[config.mk]
export PLATFORM = sky130hd
export DESIGN_NAME = single_edge_nibble_link
export DESIGN_NICKNAME = d
export VERILOG_FILES = /design/src/common/link_pkg.sv /design/src/hdl/single_edge_nibble_link.sv
export SDC_FILE = /design/constraint.sdc
export NUM_CORES = 1
export LEC_CHECK = 0
export ABC_CLOCK_PERIOD_IN_PS = 21000
export BUFFER_PORTS_ARGS = -buffer_cell sky130_fd_sc_hd__clkbuf_2
export CAP_MARGIN = 20
export CORE_MARGIN = 1.5
export CORE_UTILIZATION = 35
export CTS_CLUSTER_DIAMETER = 120
export CTS_CLUSTER_SIZE = 16
export DETAILED_ROUTE_END_ITERATION = 10
export HOLD_SLACK_MARGIN = 0.06
export MAX_ROUTING_LAYER = met4
export PLACE_DENSITY = 0.59
export SLEW_MARGIN = 15
export SYNTH_ARGS = -nofsm -noshare
export SYNTH_HDL_FRONTEND = slang
export SYNTH_SLANG_ARGS = --single-unit
[constraint.sdc]
create_clock -name CLOCK_I -period 21 [get_ports CLOCK_I]
set_clock_uncertainty 0.05 [all_clocks]
set_input_delay 1.05 -clock CLOCK_I [delete_from_list [all_inputs] [get_ports CLOCK_I]]
set_output_delay 1.05 -clock CLOCK_I [all_outputs]
set_load 0.01 [all_outputs]
[src/common/link_pkg.sv]
`default_nettype none
package link_pkg;

  // ----------------------------------------------------------------
  // Register map (word index on the plain register port)
  // ----------------------------------------------------------------
  localparam logic [2:0] ADDR_CONTROL_ONE = 3'h0;
  localparam logic [2:0] ADDR_CONTROL_TWO = 3'h1;
  localparam logic [2:0] ADDR_CONTROL_THREE = 3'h2;
  localparam logic [2:0] ADDR_STATUS = 3'h3;
  localparam logic [2:0] ADDR_DATA_LOW = 3'h4;
  localparam logic [2:0] ADDR_DATA_HIGH = 3'h5;
  localparam logic [2:0] ADDR_SYNC_TIME = 3'h6;

  // Reset values of the registers, and writable bits of control one
  localparam logic [15:0] CONTROL_ONE_RESET = 16'h0000;
  localparam logic [15:0] CONTROL_ONE_WMASK = 16'hAFD7;
  localparam logic [15:0] CONTROL_TWO_RESET = 16'h0000;
  localparam logic [15:0] CONTROL_THREE_RESET = 16'h0000;
  localparam logic [15:0] DATA_RESET = 16'h0000;

  // ----------------------------------------------------------------
  // Field layouts
  // ----------------------------------------------------------------
  typedef struct packed {
    logic link_enable;
    logic rsv14;
    logic idle_halt_select;
    logic rsv12;
    logic receiver_select;
    logic triggered_transmit_select;
    logic output_idle_polarity;
    logic check_nibble_enable;
    logic pause_pulse_present;
    logic short_code_external_control;
    logic rsv5;
    logic clock_divide_select;
    logic rsv3;
    logic [2:0] data_nibble_count;
  } control_one_t;

  typedef struct packed {
    logic [7:0] rsv;
    logic pause_active;
    logic [2:0] nibble_position_status;
    logic check_mismatch_flag;
    logic framing_fault_flag;
    logic line_idle_flag;
    logic sync_seen_or_send_trigger;
  } status_t;

  // ----------------------------------------------------------------
  // Timing counts in ticks, and the last prescaler count in clocks
  // ----------------------------------------------------------------
  localparam logic [10:0] SYNC_TICKS = 11'h038;
  localparam logic [10:0] NIBBLE_MIN_TICKS = 11'h00C;
  localparam logic [10:0] NIBBLE_MAX_TICKS = 11'h01B;
  localparam logic [10:0] PAUSE_MIN_TICKS = 11'h00C;
  localparam logic [10:0] LOW_PULSE_TICKS = 11'h005;
  localparam logic [10:0] FRAME_TIME_CAP = 11'h7FF;
  localparam logic [1:0] PRESCALE_LAST = 2'h3;

  // Slot positions
  localparam logic [2:0] POS_STATUS = 3'h0;
  localparam logic [2:0] POS_CHECK = 3'h7;

  // Check nibble: seed and 4-bit table, entry i at bits 4i+3..4i
  localparam logic [3:0] CRC_SEED = 4'h5;
  localparam logic [63:0] CRC_TABLE = 64'h582F_B6C1_493E_A7D0;

  // Check nibble over data nibbles 1..n, then one zero-nibble augmentation
  function automatic logic [3:0] crc_frame(input logic [23:0] d, input logic [2:0] n);
    logic [3:0] c;
    c = CRC_SEED;
    for (int i = 0; i < 6; i++) begin
      if (3'(i) < n) c = CRC_TABLE[4*c +: 4] ^ d[23 - 4*i -: 4];
    end
    c = CRC_TABLE[4*c +: 4];
    return c;
  endfunction

  // Nibble of a frame word at a slot position
  function automatic logic [3:0] slot_value(input logic [31:0] w, input logic [2:0] p);
    return (p == POS_CHECK) ? w[3:0] : w[31 - 4*p -: 4];
  endfunction

endpackage
`default_nettype wire

[src/hdl/single_edge_nibble_link.sv]
`timescale 1ns/100ps
`default_nettype none
// Operation
// - Receiver-select bit set makes a receiver, clear makes a transmitter.
// - Edge interval within sync window starts reception, sync time captured.
// - Each later interval must be a legal nibble; nibbles are stored.
// - A completed frame raises a frame-complete event.
// - Idle-halt bit set stops the block during device idle mode.
// - Transmit continuously, or one frame per software trigger.
// - Polarity bit sets transmit pin idle level: low when set.
// - Check-nibble enable verifies on receive and generates on transmit.
// - Pause-present bit selects frames with or without trailing pause.
// - Short-code bit enables external control of reception.
// - Prescaler bit divides module clock by four or by one.
// - Nibble count codes 1 to 6 select data nibbles; 0 and 7 reserved.
// - Pause flag reads one while a pause period is sent or received.
// - Position status: 7 check, 1-6 data, 0 status; held on error.
// - Check mismatch flag set when received check disagrees with data.
// - Framing flag set on nibble outside 12..27 ticks; software clears.
// - Line idle flag set after line high for sync window high count.
// - Sync/trigger bit: sync seen, enabled, or software send trigger.
// - Data words hold status, data 1..6 descending, check nibble lowest.
// - Nibble interval is its value plus twelve ticks.
// - Each frame begins with a 56-tick sync pulse.
module single_edge_nibble_link
  import link_pkg::*;
(
  input wire logic CLOCK_I,
  input wire logic RST_I,
  input wire logic [2:0] ADDR_I,
  input wire logic [15:0] WDATA_I,
  input wire logic WR_I,
  input wire logic RD_I,
  output logic [15:0] RDATA_O,
  input wire logic LINE_RX_I,
  output logic LINE_TX_O,
  output logic LINE_OE_O,
  input wire logic IDLE_MODE_I,
  input wire logic SHORT_CODE_GATE_I,
  output logic FRAME_DONE_O
);

  typedef enum logic [1:0] {
    RX_HUNT = 2'b00,
    RX_SLOT = 2'b01,
    RX_PAUSE = 2'b10
  } rx_state_t;

  typedef enum logic [1:0] {
    TX_IDLE = 2'b00,
    TX_SYNC = 2'b01,
    TX_SLOT = 2'b10,
    TX_PAUSE = 2'b11
  } tx_state_t;

  // ----------------------------------------------------------------
  // Declarations
  // ----------------------------------------------------------------
  control_one_t ctrl;
  logic [15:0] control_two;
  logic [15:0] control_three;
  logic [15:0] data_low;
  logic [15:0] data_high;
  logic [15:0] sync_time;
  logic mismatch_flag;
  logic framing_flag;
  logic idle_flag;
  logic trigger_flag;
  status_t wstat;
  status_t rstat;
  logic [15:0] read_value;
  logic run;
  logic rx_mode;
  logic [1:0] pre_cnt;
  logic pre_en;
  logic [2:0] rx_pipe;
  logic rx_level;
  logic [2:0] gate_pipe;
  logic gate_level;
  logic fall;
  logic [15:0] interval;
  logic [15:0] high_cnt;
  logic [16:0] acc;
  logic [16:0] acc_sum;
  logic [10:0] ticks;
  rx_state_t rx_state;
  logic [2:0] rx_pos;
  logic [31:0] rx_word;
  logic in_window;
  logic slot_ok;
  logic [10:0] ticks_less;
  logic [3:0] rx_value;
  logic rx_event;
  logic rx_done;
  logic rx_fault;
  logic [2:0] next_pos;
  logic [15:0] tdiv;
  logic tick;
  tx_state_t tx_state;
  logic [2:0] tx_pos;
  logic [10:0] sym_cnt;
  logic [10:0] sym_len;
  logic [11:0] frame_cnt;
  logic [31:0] tx_word;
  logic [31:0] tx_src;
  logic [3:0] tx_check;
  logic sym_end;
  logic tx_end;
  logic tx_load;
  logic tx_low;
  logic [2:0] next_tx_pos;
  logic [10:0] frame_cap;
  logic [11:0] elapsed;
  logic [10:0] next_pause_len;

  // ----------------------------------------------------------------
  // Mode and clocking
  // ----------------------------------------------------------------
  // Idle-halt stops the prescaler and receive events, freezing both sequencers; clearing the enable resets them
  assign run = ctrl.link_enable & ~(ctrl.idle_halt_select & IDLE_MODE_I);
  assign rx_mode = ctrl.receiver_select;

  // Prescaler restarts whenever the block is stopped
  always_ff @(posedge CLOCK_I or posedge RST_I)
    if (RST_I)
      pre_cnt <= 2'h0;
    else if (!run)
      pre_cnt <= 2'h0;
    else
      pre_cnt <= pre_cnt + 2'h1;

  assign pre_en = run & (~ctrl.clock_divide_select | (pre_cnt == PRESCALE_LAST));

  // ----------------------------------------------------------------
  // Pin synchronisers
  // ----------------------------------------------------------------
  // Line idles high, so the pipe resets high to avoid a false edge
  always_ff @(posedge CLOCK_I or posedge RST_I)
    if (RST_I)
    begin
      rx_pipe <= 3'h7;
      gate_pipe <= 3'h0;
    end
    else
    begin
      rx_pipe <= {rx_pipe[1:0], LINE_RX_I};
      gate_pipe <= {gate_pipe[1:0], SHORT_CODE_GATE_I};
    end

  // Level changes only once the two later stages agree
  always_ff @(posedge CLOCK_I or posedge RST_I)
    if (RST_I)
    begin
      rx_level <= 1'b1;
      gate_level <= 1'b0;
    end
    else
    begin
      if (rx_pipe[1] == rx_pipe[2]) rx_level <= rx_pipe[2];
      if (gate_pipe[1] == gate_pipe[2]) gate_level <= gate_pipe[2];
    end

  assign fall = rx_level & (rx_pipe[2:1] == 2'b00);

  // ----------------------------------------------------------------
  // Receive timing
  // ----------------------------------------------------------------
  // Interval between falling edges, in prescaled clocks, saturating; parked at
  // full while disabled so an edge from an earlier session never passes as sync
  always_ff @(posedge CLOCK_I or posedge RST_I)
    if (RST_I)
      interval <= 16'h0000;
    else if (!ctrl.link_enable)
      interval <= 16'hFFFF;
    else if (fall)
      interval <= 16'h0000;
    else if (pre_en && !(&interval))
      interval <= interval + 16'h0001;

  // High time of the line for idle detection
  always_ff @(posedge CLOCK_I or posedge RST_I)
    if (RST_I)
      high_cnt <= 16'h0000;
    else if (!rx_level)
      high_cnt <= 16'h0000;
    else if (pre_en && !(&high_cnt))
      high_cnt <= high_cnt + 16'h0001;

  always_ff @(posedge CLOCK_I or posedge RST_I)
    if (RST_I)
      idle_flag <= 1'b0;
    else
      idle_flag <= rx_mode & ctrl.link_enable & rx_level & (high_cnt >= control_two);

  // Tick count without a divider: add 56 per prescaled clock, one tick per sync
  // worth. Limitation: at most one tick per prescaled clock, so the
  // captured sync must be at least 56 prescaled clocks.
  assign acc_sum = acc + {6'h00, SYNC_TICKS};

  always_ff @(posedge CLOCK_I or posedge RST_I)
    if (RST_I)
    begin
      acc <= 17'h0_0000;
      ticks <= 11'h000;
    end
    else if (fall)
    begin
      // Half a tick of offset rounds the count to nearest
      acc <= (rx_state == RX_HUNT) ? {2'b00, interval[15:1]} : {2'b00, sync_time[15:1]};
      ticks <= 11'h000;
    end
    else if (pre_en && (acc_sum >= {1'b0, sync_time}))
    begin
      acc <= acc_sum - {1'b0, sync_time};
      if (!(&ticks)) ticks <= ticks + 11'h001;
    end
    else if (pre_en)
      acc <= acc_sum;

  // ----------------------------------------------------------------
  // Receive decode
  // ----------------------------------------------------------------
  assign in_window = (interval >= control_three) && (interval <= control_two);
  assign slot_ok = (ticks >= NIBBLE_MIN_TICKS) && (ticks <= NIBBLE_MAX_TICKS);
  assign ticks_less = ticks - NIBBLE_MIN_TICKS;
  assign rx_value = ticks_less[3:0];
  assign rx_event = run & rx_mode & fall;
  assign rx_done = rx_event & (rx_state == RX_SLOT) & slot_ok & (rx_pos == POS_CHECK);
  assign rx_fault = rx_event & (rx_state == RX_SLOT) & ~slot_ok;

  // Position after a slot; reserved counts are not trapped
  assign next_pos = (rx_pos == ctrl.data_nibble_count) ? POS_CHECK : rx_pos + 3'h1;

  always_ff @(posedge CLOCK_I or posedge RST_I)
    if (RST_I)
    begin
      rx_state <= RX_HUNT;
      rx_word <= 32'h0000_0000;
    end
    else if (!ctrl.link_enable || !rx_mode)
      rx_state <= RX_HUNT;
    else if (rx_event)
      unique case (rx_state)
        RX_HUNT:
        begin
          if (in_window && (!ctrl.short_code_external_control || gate_level))
          begin
            rx_state <= RX_SLOT;
            rx_word <= 32'h0000_0000;
          end
        end
        RX_SLOT:
        begin
          if (!slot_ok)
            rx_state <= RX_HUNT;
          else if (rx_pos == POS_CHECK)
            rx_state <= ctrl.pause_pulse_present ? RX_PAUSE : RX_HUNT;
          else
            rx_word[31 - 4*rx_pos -: 4] <= rx_value;
        end
        RX_PAUSE:
          rx_state <= RX_HUNT;
        default:
          rx_state <= RX_HUNT;
      endcase

  // Position holds where a fault struck until the next valid sync
  always_ff @(posedge CLOCK_I or posedge RST_I)
    if (RST_I)
      rx_pos <= POS_STATUS;
    else if (!ctrl.link_enable || !rx_mode)
      rx_pos <= POS_STATUS;
    else if (rx_event && (rx_state == RX_HUNT) && in_window)
      rx_pos <= POS_STATUS;
    else if (rx_event && (rx_state == RX_SLOT) && slot_ok)
      rx_pos <= (rx_pos == POS_CHECK) ? POS_STATUS : next_pos;

  // ----------------------------------------------------------------
  // Transmit timing
  // ----------------------------------------------------------------
  always_ff @(posedge CLOCK_I or posedge RST_I)
    if (RST_I)
      tdiv <= 16'h0000;
    else if (!ctrl.link_enable || rx_mode)
      tdiv <= 16'h0000;
    else if (pre_en)
      tdiv <= tick ? 16'h0000 : tdiv + 16'h0001;

  assign tick = pre_en & ~rx_mode & (tdiv == control_two);
  assign sym_end = tick & (sym_cnt == sym_len - 11'h001);
  assign tx_end = sym_end & (((tx_state == TX_SLOT) & (tx_pos == POS_CHECK) &
                  ~ctrl.pause_pulse_present) | (tx_state == TX_PAUSE));
  assign tx_load = (tx_state == TX_IDLE) ? (tick & (~ctrl.triggered_transmit_select | trigger_flag))
                   : (tx_end & ~ctrl.triggered_transmit_select);

  // Frame snapshot, with the check nibble generated when enabled
  assign tx_check = crc_frame({data_high[11:0], data_low[15:4]}, ctrl.data_nibble_count);
  assign tx_src = {data_high, data_low[15:4],
                   ctrl.check_nibble_enable ? tx_check : data_low[3:0]};

  assign next_tx_pos = (tx_pos == ctrl.data_nibble_count) ? POS_CHECK : tx_pos + 3'h1;

  // Pause fills the frame up to the programmed length, never below 12
  assign frame_cap = (control_three > {5'h00, FRAME_TIME_CAP}) ? FRAME_TIME_CAP : control_three[10:0];
  assign elapsed = frame_cnt + 12'h001;
  assign next_pause_len = ({1'b0, frame_cap} >= elapsed + {1'b0, PAUSE_MIN_TICKS}) ?
                          11'({1'b0, frame_cap} - elapsed) : PAUSE_MIN_TICKS;

  // ----------------------------------------------------------------
  // Transmit sequencer
  // ----------------------------------------------------------------
  always_ff @(posedge CLOCK_I or posedge RST_I)
    if (RST_I)
    begin
      tx_state <= TX_IDLE;
      tx_pos <= POS_STATUS;
      sym_cnt <= 11'h000;
      sym_len <= SYNC_TICKS;
      frame_cnt <= 12'h000;
      tx_word <= 32'h0000_0000;
    end
    else if (!ctrl.link_enable || rx_mode)
    begin
      tx_state <= TX_IDLE;
      tx_pos <= POS_STATUS;
      sym_cnt <= 11'h000;
    end
    else if (tx_load)
    begin
      tx_state <= TX_SYNC;
      tx_pos <= POS_STATUS;
      sym_cnt <= 11'h000;
      sym_len <= SYNC_TICKS;
      frame_cnt <= 12'h000;
      tx_word <= tx_src;
    end
    else if (tick && (tx_state != TX_IDLE))
    begin
      frame_cnt <= frame_cnt + 12'h001;
      sym_cnt <= sym_end ? 11'h000 : sym_cnt + 11'h001;
      if (sym_end)
        unique case (tx_state)
          TX_SYNC:
          begin
            tx_state <= TX_SLOT;
            sym_len <= {7'h00, slot_value(tx_word, POS_STATUS)} + NIBBLE_MIN_TICKS;
          end
          TX_SLOT:
          begin
            if (tx_pos != POS_CHECK)
            begin
              tx_pos <= next_tx_pos;
              sym_len <= {7'h00, slot_value(tx_word, next_tx_pos)} + NIBBLE_MIN_TICKS;
            end
            else if (ctrl.pause_pulse_present)
            begin
              tx_state <= TX_PAUSE;
              tx_pos <= POS_STATUS;
              sym_len <= next_pause_len;
            end
            else
            begin
              tx_state <= TX_IDLE;
              tx_pos <= POS_STATUS;
            end
          end
          TX_PAUSE:
            tx_state <= TX_IDLE;
          TX_IDLE:
            tx_state <= TX_IDLE;
        endcase
    end

  // Each symbol opens with a short low pulse, its falling edge marks it
  assign tx_low = (tx_state != TX_IDLE) & (sym_cnt < LOW_PULSE_TICKS);

  always_ff @(posedge CLOCK_I or posedge RST_I)
    if (RST_I)
    begin
      LINE_TX_O <= 1'b1;
      LINE_OE_O <= 1'b0;
    end
    else
    begin
      LINE_TX_O <= ~tx_low ^ ctrl.output_idle_polarity;
      LINE_OE_O <= ctrl.link_enable & ~rx_mode;
    end

  // ----------------------------------------------------------------
  // Register file
  // ----------------------------------------------------------------
  assign wstat = status_t'(WDATA_I);

  always_ff @(posedge CLOCK_I or posedge RST_I)
    if (RST_I)
    begin
      ctrl <= control_one_t'(CONTROL_ONE_RESET);
      control_two <= CONTROL_TWO_RESET;
      control_three <= CONTROL_THREE_RESET;
    end
    else if (WR_I)
      unique case (ADDR_I)
        ADDR_CONTROL_ONE: ctrl <= control_one_t'(WDATA_I & CONTROL_ONE_WMASK);
        ADDR_CONTROL_TWO: control_two <= WDATA_I;
        ADDR_CONTROL_THREE: control_three <= WDATA_I;
        default: ;
      endcase

  // Frame data: hardware commit first; software writes only in transmitter mode
  always_ff @(posedge CLOCK_I or posedge RST_I)
    if (RST_I)
    begin
      data_high <= DATA_RESET;
      data_low <= DATA_RESET;
    end
    else if (rx_done)
    begin
      data_high <= rx_word[31:16];
      data_low <= {rx_word[15:4], rx_value};
    end
    else
    begin
      if (WR_I && !rx_mode && (ADDR_I == ADDR_DATA_HIGH)) data_high <= WDATA_I;
      if (WR_I && !rx_mode && (ADDR_I == ADDR_DATA_LOW))
        data_low <= {WDATA_I[15:4], ctrl.check_nibble_enable ? data_low[3:0] : WDATA_I[3:0]};
      if (tx_load && ctrl.check_nibble_enable) data_low[3:0] <= tx_check;
    end

  always_ff @(posedge CLOCK_I or posedge RST_I)
    if (RST_I)
      sync_time <= 16'h0000;
    else if (rx_event && (rx_state == RX_HUNT) && in_window)
      sync_time <= interval;

  // Check result refreshes at every received frame end
  always_ff @(posedge CLOCK_I or posedge RST_I)
    if (RST_I)
      mismatch_flag <= 1'b0;
    else if (rx_done)
      mismatch_flag <= ctrl.check_nibble_enable &
                       (crc_frame(rx_word[27:4], ctrl.data_nibble_count) != rx_value);

  // A fault in the same cycle as a software clear is kept
  always_ff @(posedge CLOCK_I or posedge RST_I)
    if (RST_I)
      framing_flag <= 1'b0;
    else if (rx_fault)
      framing_flag <= 1'b1;
    else if (WR_I && (ADDR_I == ADDR_STATUS) && !wstat.framing_fault_flag)
      framing_flag <= 1'b0;

  // Send trigger: a software set wins over the end-of-frame clear
  always_ff @(posedge CLOCK_I or posedge RST_I)
    if (RST_I)
      trigger_flag <= 1'b0;
    else if (rx_mode || !ctrl.triggered_transmit_select)
      trigger_flag <= 1'b0;
    else if (WR_I && (ADDR_I == ADDR_STATUS) && wstat.sync_seen_or_send_trigger)
      trigger_flag <= 1'b1;
    else if (tx_end)
      trigger_flag <= 1'b0;

  always_comb
  begin
    rstat = status_t'(16'h0000);
    rstat.pause_active = rx_mode ? (rx_state == RX_PAUSE) : (tx_state == TX_PAUSE);
    rstat.nibble_position_status = rx_mode ? rx_pos : tx_pos;
    rstat.check_mismatch_flag = mismatch_flag;
    rstat.framing_fault_flag = framing_flag;
    rstat.line_idle_flag = idle_flag;
    rstat.sync_seen_or_send_trigger = rx_mode ? (rx_state != RX_HUNT) :
      (ctrl.triggered_transmit_select ? trigger_flag : ctrl.link_enable);
  end

  always_comb
  begin
    unique case (ADDR_I)
      ADDR_CONTROL_ONE: read_value = ctrl;
      ADDR_CONTROL_TWO: read_value = control_two;
      ADDR_CONTROL_THREE: read_value = control_three;
      ADDR_STATUS: read_value = rstat;
      ADDR_DATA_LOW: read_value = data_low;
      ADDR_DATA_HIGH: read_value = data_high;
      ADDR_SYNC_TIME: read_value = sync_time;
      default: read_value = 16'h0000;
    endcase
  end

  // Read data only in the cycle after the strobe, zero otherwise
  always_ff @(posedge CLOCK_I or posedge RST_I)
    if (RST_I)
      RDATA_O <= 16'h0000;
    else
      RDATA_O <= RD_I ? read_value : 16'h0000;

  always_ff @(posedge CLOCK_I or posedge RST_I)
    if (RST_I)
      FRAME_DONE_O <= 1'b0;
    else
      FRAME_DONE_O <= rx_done | (run & tx_end);

endmodule // single_edge_nibble_link
`default_nettype wire

Word-level counts from Yosys, hierarchy flattened
Cells that the tools add are included.
W data, S select, Z words.
Cells by class
  $add $sub $neg: 20
  order comparisons: 15
  equal/unequal tests: 34
  shift operators: 15
  muxes and demuxes: 99
  bitwise operators: 51
  reduce and logical (&&, ||, !) cells: 68
Operators by type and width (count)
  $shiftx A64 B7 Y4 const A: 12
  $mux W16: 13
  $mux W11: 14
  $pmux W16 S7: 1
  $mux W32: 3
  $mux W4: 22
  $pmux W32 S2: 1
  $mux W17: 3
  $add A16 B1 Y16 const B: 3
  $xor A4 B4 Y4: 10
  $mux W3: 13
  $shift A4 B34 Y35 const A: 1
  $shiftx A35 B33 Y4: 1
  $shiftx A4 B34 Y35: 1
  $neg A32 Y34: 1
  $bwmux W32: 1
  $ge A16 B16 Y1: 2
  $reduce_and A16 Y1: 2
  $mux W2: 13
  $and A1 B1 Y1: 25
  $mux W12: 2
  $reduce_bool A3 Y1: 8
  $add A11 B1 Y11 const B: 2
  $pmux W11 S2: 1
  other kinds (57): 147
Storage, ports and cells
  bits in registers: 309
  input port bits: 26
  output and inout bits: 19

Depth between registers and ports, before layout
Gate-level depths: netlist of run 1.
  word-level depth: 32
  depth in mapped cells: 21
  gate-level depth less buffers: 21

Worst setup path before layout of run 1
OpenSTA, ideal clock, no wires.
  path type: register -> register
  start point: register rx_word[24]
  end point: register mismatch_flag
  library setup time: 0.128 ns
  arrival time: 4.247 ns
  required time: 20.822 ns
  slack: 16.576 ns
  stages on the path, launching flop included: 17
  period minus slack after synthesis: 4.424 ns
  cells stage by stage: dfrtp_1 -> buf_2 -> xor3_2 -> a211oi_4 -> mux2_1 -> o211a_2 -> or4b_1 -> nand4_2 -> xnor3_1 -> mux2i_4 -> xor2_1 -> nor2_1 -> xnor3_1 -> nand3_1 -> or4_1 -> o31ai_1 -> o21ai_1
On the way
  word-level cells in the longest chain between the ends: 26
RTL lines
  start, declared: RTL line single_edge_nibble_link.sv:88  | logic [31:0] rx_word;
  start signal, assigned by index: RTL line single_edge_nibble_link.sv:259  | rx_word[31 - 4*rx_pos -: 4] <= rx_value;
  $not A2 Y2 (no line) *
  $mux W4 *: RTL line link_pkg.sv:76  | if (3'(i) < n) c = CRC_TABLE[4*c +: 4] ^ d[23 - 4*i -: 4];
  $mux W4 *: RTL line single_edge_nibble_link.sv:439  | else if (rx_done)
  $shiftx A64 B7 Y4: RTL line link_pkg.sv:76
  $xor A4 B4 Y4: RTL line link_pkg.sv:76
  $mux W4 *: RTL line link_pkg.sv:76
  $mux W4 *: RTL line single_edge_nibble_link.sv:439
  $shiftx A64 B7 Y4: RTL line link_pkg.sv:76
  [... 10 more ...]
  $mux W4 *: RTL line single_edge_nibble_link.sv:439
  $shiftx A64 B7 Y4: RTL line link_pkg.sv:76
  $xor A4 B4 Y4: RTL line link_pkg.sv:76
  $mux W4 *: RTL line link_pkg.sv:76
  $mux W4 *: RTL line single_edge_nibble_link.sv:439
  $shiftx A64 B7 Y4 *: RTL line link_pkg.sv:78  | c = CRC_TABLE[4*c +: 4];
  $ne A4 B4 Y1 *: RTL line single_edge_nibble_link.sv:441  | (crc_frame(rx_word[27:4], ctrl.data_nibble_count) != rx_value);
  $and A1 B1 Y1 *: RTL line single_edge_nibble_link.sv:440  | mismatch_flag <= ctrl.check_nibble_enable &
  end signal, assigned: RTL line single_edge_nibble_link.sv:440
  end, declared: RTL line single_edge_nibble_link.sv:65  | logic mismatch_flag;
Every way passes the cells marked *; elsewhere a longest branch is shown, timed or not. The select of a mux whose other input is x is not followed.
A chain may end at the register's enable or synchronous reset.

Final worst setup path of run 1
  start point: register ctrl[2] (netlist bit)
  end point: register tx_word[2]
On the way
  word-level cells in the longest chain between the ends: 19
  elaborated cells between the ends (all ways): 24
  classes of those cells: order compare (6); shift (6); mux (7); bitwise (5)
RTL lines
  start, declared: RTL line single_edge_nibble_link.sv:59  | control_one_t ctrl;
  start signal, assigned: RTL line single_edge_nibble_link.sv:397  | ctrl <= control_one_t'(CONTROL_ONE_RESET);
  start signal, assigned: RTL line single_edge_nibble_link.sv:403  | ADDR_CONTROL_ONE: ctrl <= control_one_t'(WDATA_I & CONTROL_ONE_WMASK);
  $lt A1 B3 Y1: RTL line link_pkg.sv:76
  $mux W4: RTL line link_pkg.sv:76
  $shiftx A64 B7 Y4: RTL line link_pkg.sv:76
  $xor A4 B4 Y4: RTL line link_pkg.sv:76
  $mux W4: RTL line link_pkg.sv:76
  $shiftx A64 B7 Y4: RTL line link_pkg.sv:76
  $xor A4 B4 Y4: RTL line link_pkg.sv:76
  $mux W4: RTL line link_pkg.sv:76
  [... 3 more ...]
  $shiftx A64 B7 Y4: RTL line link_pkg.sv:76
  $xor A4 B4 Y4: RTL line link_pkg.sv:76
  $mux W4: RTL line link_pkg.sv:76
  $shiftx A64 B7 Y4: RTL line link_pkg.sv:76
  $xor A4 B4 Y4: RTL line link_pkg.sv:76
  $mux W4 *: RTL line link_pkg.sv:76
  $shiftx A64 B7 Y4 *: RTL line link_pkg.sv:78
  $mux W4 *: RTL line single_edge_nibble_link.sv:299  | ctrl.check_nibble_enable ? tx_check : data_low[3:0]};
  end signal, assigned: RTL line single_edge_nibble_link.sv:335  | tx_word <= tx_src;
  end, declared: RTL line single_edge_nibble_link.sv:104  | logic [31:0] tx_word;
Every way passes the cells marked *; elsewhere a longest branch is shown, timed or not.

==> run metrics, run 1 <==
hold depth 0; clk sink count 305; Setup Total Neg Slack 0 ns; die area 60,170 sq um; post-synthesis xor/xnor area fraction 0.1088; Netlist Area Pre-Place 20,550 sq um; crit end category flip-flop; number of flops mapped to enable cells by yosys 0; Power Dens Cells 111.2 nW/um^2; Core Area 57,810 sq um; Clock Latency Late Sink 0.55 ns; CP max stage cell dfrtp_1; routability cong. 0.9474; unrepaired setup endpoints after global routing no; critical path startpoint category flip-flop; final core utilization 0.3839; Cells after Synth 2,295; Worst Path Max Fanout 25; syn_area_per_cell 8.953 sq um; Post-synth ARST share 1.000; required time worst endpoint 21.39 ns; most frequent cell after synthesis dfrtp_1; leading area contributor after synthesis dfrtp_1; final count of pins violating max slew 0; Setup WS post-layout 15.73 ns; port buffer count 44; CP cell instances nor2_1 -> o21ai_0 -> nand2_1 -> nor4_1 -> a211oi_1 -> nor3b_1 -> xor3_1 -> xnor3_1 -> o21ai_0 -> xnor2_1 -> nor2_1 -> a21oi_1 -> xnor2_1 -> mux2i_1 -> mux2_2; crit path time final 5.266 ns; Setup Fix Bufs, Post-CTS 0; Fin. Hold Viols 0; layout cells sized above 1 0.08435; H-tree depth 1; chip width 245.3 um; Total GRT Usage 0.2220; Detailed Route Iter0 Violations 1,580; compound-cell area share of the yosys netlist 0.1676; Rows 88; Max Freq 189.9 MHz; final setup violating endpoints 0; slowest stage delay, CP 0.94 ns; total of max-cap violations 0; Initial Util 0.3555; status complete, no violations; I/O Pins 45; slew margin rel. 0.2792; first-pass GRT wire length 101,400 um; hold crit path type flip-flop to flip-flop; FF+latch count, synth 305; Residual DRC 0; placed wire-length estimate 47,740 um; Yosys cell types 91; CTS tree done; layout net count 2,411; initial antenna violation count 0; kind of critical path flip-flop to flip-flop; fin crit share 0.2508; # hold bufs at CTS 0; pin count of the biggest net entering global routing 172; sequential area share after synthesis 0.3719; DR vias 17.42k; VDD IR-drop max 0.07366 mV; Clock transition at path regs 0.08 ns; mux contribution to synthesized area 0.06711; Pre-antenna DRT Iters 5; post-synthesis net count 2,434; pre-CTS setup slack 15.56 ns; Slew @ Worst Pin 1.081 ns; top-area cell type share of the netlist area 0.3617; Power, Total 0.002467 W; Leakage Power 9.959 nW; top cells by area, synth dfrtp_1, ha_1, xnor2_1, nand2_1, o21ai_0; largest family of logic cells by synthesized area simple AND/OR/NAND/NOR gates; Synth Flop Type dfrtp_1; Inserted Clock Buffers 23; die height 245.3 um; adder-cell share of the synthesized area 0.07003; Synth top cells by count dfrtp_1, nand2_1, nor2_1, o21ai_0, a21oi_1; clk buf depth 3; antenna-violating nets left 0; Post-Route WL 64,960 um; Root Buffer clkbuf_16; average routed wire per standard cell 21.26 um; CP Data Arrival Time 5.66 ns; P&R area growth vs syn 8.014%; Ys Warns 0; Post-Synth Simple-Gate Area 0.1731; Overflow after GRT 0; worst reg2reg path depth 15; post-CTS sizing 0; vias per cell 5.702; vias in the first global route 16.83k
[placed cells by master, fill, tap and decap left out, drive strengths merged, types with 7 or more instances in the layout]
cell type,count
dfrtp,297
nand2,251
nor2,194
o21ai,175
a21oi,142
xnor2,121
ha,111
inv,108
clkbuf,84
xor2,71
nand3,70
mux2i,64
mux2,53
nor3,46
a21o,45
a22oi,40
and3,39
a31oi,35
and2,29
nand4,27
nand2b,26
buf,23
nor2b,22
o211ai,17
a211oi,16
xnor3,14
nor4,13
or3,12
o22ai,9
o31ai,9
xor3,9
dfstp,8
a21boi,8
a22o,7
[layer usage]
layer	track usage	part of all wire
met5	-	0
met4	0.05683	0.028
met3	0.03034	0.068
met2	0.3500	0.46
met1	0.2996	0.44
[cell families (layout without fill, tap and decap cells)]
| group | after synthesis | in the layout |
|---|---|---|
| other | 0 | 2 |
| multiplexers | 122 | 122 |
| AND/OR/NAND/NOR | 758 | 758 |
| adder cells (fa/ha/maj) | 114 | 114 |
| flip-flops | 305 | 305 |
| buffers and inverters | 224 | 217 |
| XOR/XNOR | 215 | 215 |
| AO/OA/AOI/OAI | 557 | 557 |
[layout make-up]
cell class | instances | area (sq um)
clock buffers | 40 | 649.4
clock inverters | 1 | 16.27
inverters | 109 | 416.7
fillers | 5744 | 35610
flip-flops and latches | 305 | 7642
multi-input cells | 1766 | 12100
repair buffers | 67 | 409.1
well taps | 765 | 957.2
diodes | 2 | 5.005
[stage by stage]
step / cells / hold slack (ns) / cell area (sq um)
after detailed placement: 3009 / 0.2910 / 21490
after global placement: 3008 / 0.2921 / 21480
final: 3055 / 0.3041 / 22190
after floorplan: 2295 / 0.2812 / 20550
after CTS: 3050 / 0.3080 / 22150
after global routing: 3053 / 0.3106 / 22190
[power breakdown]
| part | total, W | internal (W) | leakage (nW) | switching (W) |
|---|---|---|---|---|
| Clock | 0.000436 | 0.000211 | 0.316 | 0.000225 |
| Combinational | 0.00119 | 0.000535 | 5.76 | 0.000653 |
| Sequential | 0.000844 | 0.000671 | 3.89 | 0.000172 |
[worst max-delay path: cells and delay by family, from the launching register on]
kind,cells,cell delay [ns]
xor+xnor,4,1.00
mux,2,0.39
compound gates,4,1.11
flops,1,0.94
simple gates,5,1.65
[worst paths after layout]
check                                            start                           end  slack (ns)
max in group asynchronous                        RST_I  control_three[2]$_DFFE_PP0P_       18.76
min in group asynchronous                        RST_I           ctrl[2]$_DFFE_PP0P_        0.57
worst min-delay path            gate_pipe[0]$_DFF_PP0_        gate_pipe[1]$_DFF_PP0_        0.30
worst min register to register  gate_pipe[0]$_DFF_PP0_        gate_pipe[1]$_DFF_PP0_        0.30
worst max register to register     ctrl[2]$_DFFE_PP0P_        tx_word[2]$_DFFE_PP0P_       15.73
worst max-delay path               ctrl[2]$_DFFE_PP0P_        tx_word[2]$_DFFE_PP0P_       15.73
[sequential cells by signal (all words and copies together), names as in the netlist, 12 cells and up]
signal / flops
rx_word: 28
data_low: 16
RDATA_O: 16
acc: 17
interval: 16
data_high: 16
control_three: 16
frame_cnt: 12
sync_time: 16
control_two: 16
high_cnt: 16
tx_word: 32
tdiv: 16
Note: power is estimated with default switching activity, not from simulation.
==> run 2: changes to the inputs <==
--- a/config.mk
+++ b/config.mk
@@ -5,7 +5,7 @@
 export SDC_FILE = /design/constraint.sdc
 export NUM_CORES = 1
 export LEC_CHECK = 0
-export ABC_CLOCK_PERIOD_IN_PS = 21000
+export ABC_CLOCK_PERIOD_IN_PS = 5400
 export BUFFER_PORTS_ARGS = -buffer_cell sky130_fd_sc_hd__clkbuf_2
 export CAP_MARGIN = 20
 export CORE_MARGIN = 1.5
==> constraint.sdc (replaced) <==
create_clock -name CLOCK_I -period 5.4 [get_ports CLOCK_I]
set_clock_uncertainty 0.05 [all_clocks]
set_input_delay 0.27 -clock CLOCK_I [delete_from_list [all_inputs] [get_ports CLOCK_I]]
set_output_delay 0.27 -clock CLOCK_I [all_outputs]
set_load 0.01 [all_outputs]
==> run metrics, run 2 (synthesized netlist as in run 1, its figures left out) <==
VDD IR-drop max 0.2754 mV (+270%); average routed wire per standard cell 21.02 um (-1.2%); critical path startpoint category flip-flop; Core Area 57,810 sq um (unchanged); pin count of the biggest net entering global routing 158 (-8.1%); Residual DRC 0 (unchanged); kind of critical path flip-flop to flip-flop; total of max-cap violations 0 (unchanged); Root Buffer clkbuf_16; Overflow after GRT 0 (unchanged); vias in the first global route 16.86k (+0.18%); worst r2r src rx_word[25]$_DFFE_PP0P_; DR vias 17.37k (-0.30%); flip-flop count of the largest register after layout 32 (unchanged); antenna-violating nets left 0 (unchanged); Initial Util 0.3555 (unchanged); highest routed layer met4; CTS tree done; reg-to-reg slack, setup 0.51 ns (-15.23 ns); layout net count 2,443 (+1.3%); Clock transition at path regs 0.09 ns (about the same); clk buf depth 3 (unchanged); FF-to-FF End mismatch_flag$_DFFE_PP0P_; most frequent cells in the layout dfrtp_1, nand2_1, nor2_1, o21ai_0, a21oi_1; Pre-antenna DRT Iters 7 (+2); post-CTS sizing 0 (unchanged); P&R area growth vs syn 9.384%; Most flops, register tx_word; routability cong. 0.9305 (-1.8%); fin crit share 0.9064 (+0.6556); final setup violating endpoints 0 (unchanged); vias per cell 5.626 (-1.3%); crit end category flip-flop; Hold Path End control_three[1]$_DFFE_PP0P_; hold crit path type input pin to flip-flop; initial antenna violation count 1 (+1); I/O Pins 45 (unchanged); Post-Route WL 64,870 um (-0.13%); unrepaired setup endpoints after global routing no; Power, Total 0.009657 W (+290%); Power Dens Cells 429.7 nW/um^2 (+290%); Inserted Clock Buffers 23 (unchanged); Rows 88 (unchanged); worst reg2reg path depth 14 (-1); port buffer count 44 (unchanged); Fin. Hold Viols 0 (unchanged); Setup Fix Bufs, Post-CTS 0 (unchanged); Total GRT Usage 0.2225 (+0.0005420); biggest regs tx_word: 32 flops, rx_word: 28 flops, acc: 17 flops; source of the worst hold timing path WDATA_I[1]; hold depth 3 (+3); M1 WL 29,260 um (+1.7%); crit path time final 4.895 ns (-0.3716 ns); CP Data Arrival Time 5.29 ns (-0.37 ns); Setup Total Neg Slack 0 ns (unchanged); Clock Latency Late Sink 0.57 ns (+0.02 ns); die height 245.3 um (unchanged); chip width 245.3 um (unchanged); Worst Path Max Fanout 7 (-72%); die area 60,170 sq um (unchanged); routed wl met3 4253 um (-4.2%); final count of pins violating max slew 0 (unchanged); # hold bufs at CTS 17 (+17); metal2 WL 29,320 um (-2.1%); placed wire-length estimate 47,980 um (+0.51%); Max Freq 204.3 MHz (+7.6%); status complete, no violations; Detailed Route Iter0 Violations 1,714 (+8.5%); first-pass GRT wire length 101,200 um (-0.19%); required time worst endpoint 5.79 ns (-15.60 ns); slew margin rel. 0.2419 (-0.03731); H-tree depth 1 (unchanged); leading cell type in the layout, fill and taps excluded dfrtp_1; Leakage Power 10.09 nW (+1.4%); layout cells sized above 1 0.08879 (+0.004440); clk sink count 305 (unchanged); Slew @ Worst Pin 1.137 ns (+0.05596 ns)
==> run 2: metrics by stage <==
step / util / instances / hold slack [ns] / instance area, sq um / worst slack (ns)
global placement: 0.3739 / 3025 / 0.2907 / 21610 / 0.6079
CTS: 0.3882 / 3083 / 0.06115 / 22440 / 0.5243
detailed placement: 0.3739 / 3025 / 0.2902 / 21610 / 0.5565
finish: 0.3888 / 3087 / 0.06654 / 22480 / 0.5055
floorplan: - / 2295 / 0.2245 / 20550 / 0.9757
global route: 0.3888 / 3086 / 0.08562 / 22470 / 0.2449
==> run 2: layer usage <==
layer  vias up  track usage
met5         -            -
met2       604       0.3424
met3        96      0.02586
met4         0      0.06590
met1      8552       0.3068
li1       8114            -
==> run 2: cell type report <==
cell class	instances	area (sq um)
multi-input combinational	1766	12090
fill	5777	35330
antenna	2	5.005
clock inverter	2	21.27
timing repair buffer	99	715.7
clock buffer	39	635.6
inverter	109	412.9
tap	765	957.2
sequential	305	7642
==> run 2: where the power goes <==
part / internal (W) / total [W] / switching [W]
Combinational: 0.00212 / 0.00475 / 0.00263
Clock: 0.000807 / 0.00170 / 0.000889
Sequential: 0.00261 / 0.00322 / 0.000604
==> run 2: worst max-delay path by stage <==
stage | start | slack, ns | cells after the start | end
final | rx_word[25]$_DFFE_PP0P_ | 0.51 | 14 | mismatch_flag$_DFFE_PP0P_
after global routing | ctrl[2]$_DFFE_PP0P_ | 0.24 | 14 | mismatch_flag$_DFFE_PP0P_
after CTS | ctrl[2]$_DFFE_PP0P_ | 0.52 | 14 | mismatch_flag$_DFFE_PP0P_
after detailed placement | ctrl[2]$_DFFE_PP0P_ | 0.56 | 14 | mismatch_flag$_DFFE_PP0P_
after global placement | ctrl[2]$_DFFE_PP0P_ | 0.61 | 15 | mismatch_flag$_DFFE_PP0P_
after floorplan | rx_word[24]$_DFFE_PP0P_ | 0.98 | 16 | mismatch_flag$_DFFE_PP0P_
==> run 2: critical path, cell delays in order (launching register included) <==
cell	delay, ns
dfrtp_1	0.50
xor3_2	0.54
a211oi_4	0.38
mux2_1	0.38
o211a_2	0.29
or4b_1	0.55
nand4_2	0.13
xnor3_1	0.36
mux2i_4	0.18
xor2_1	0.09
nor2_1	0.21
xnor3_1	0.38
or3_1	0.38
o31ai_1	0.24
o21ai_1	0.08
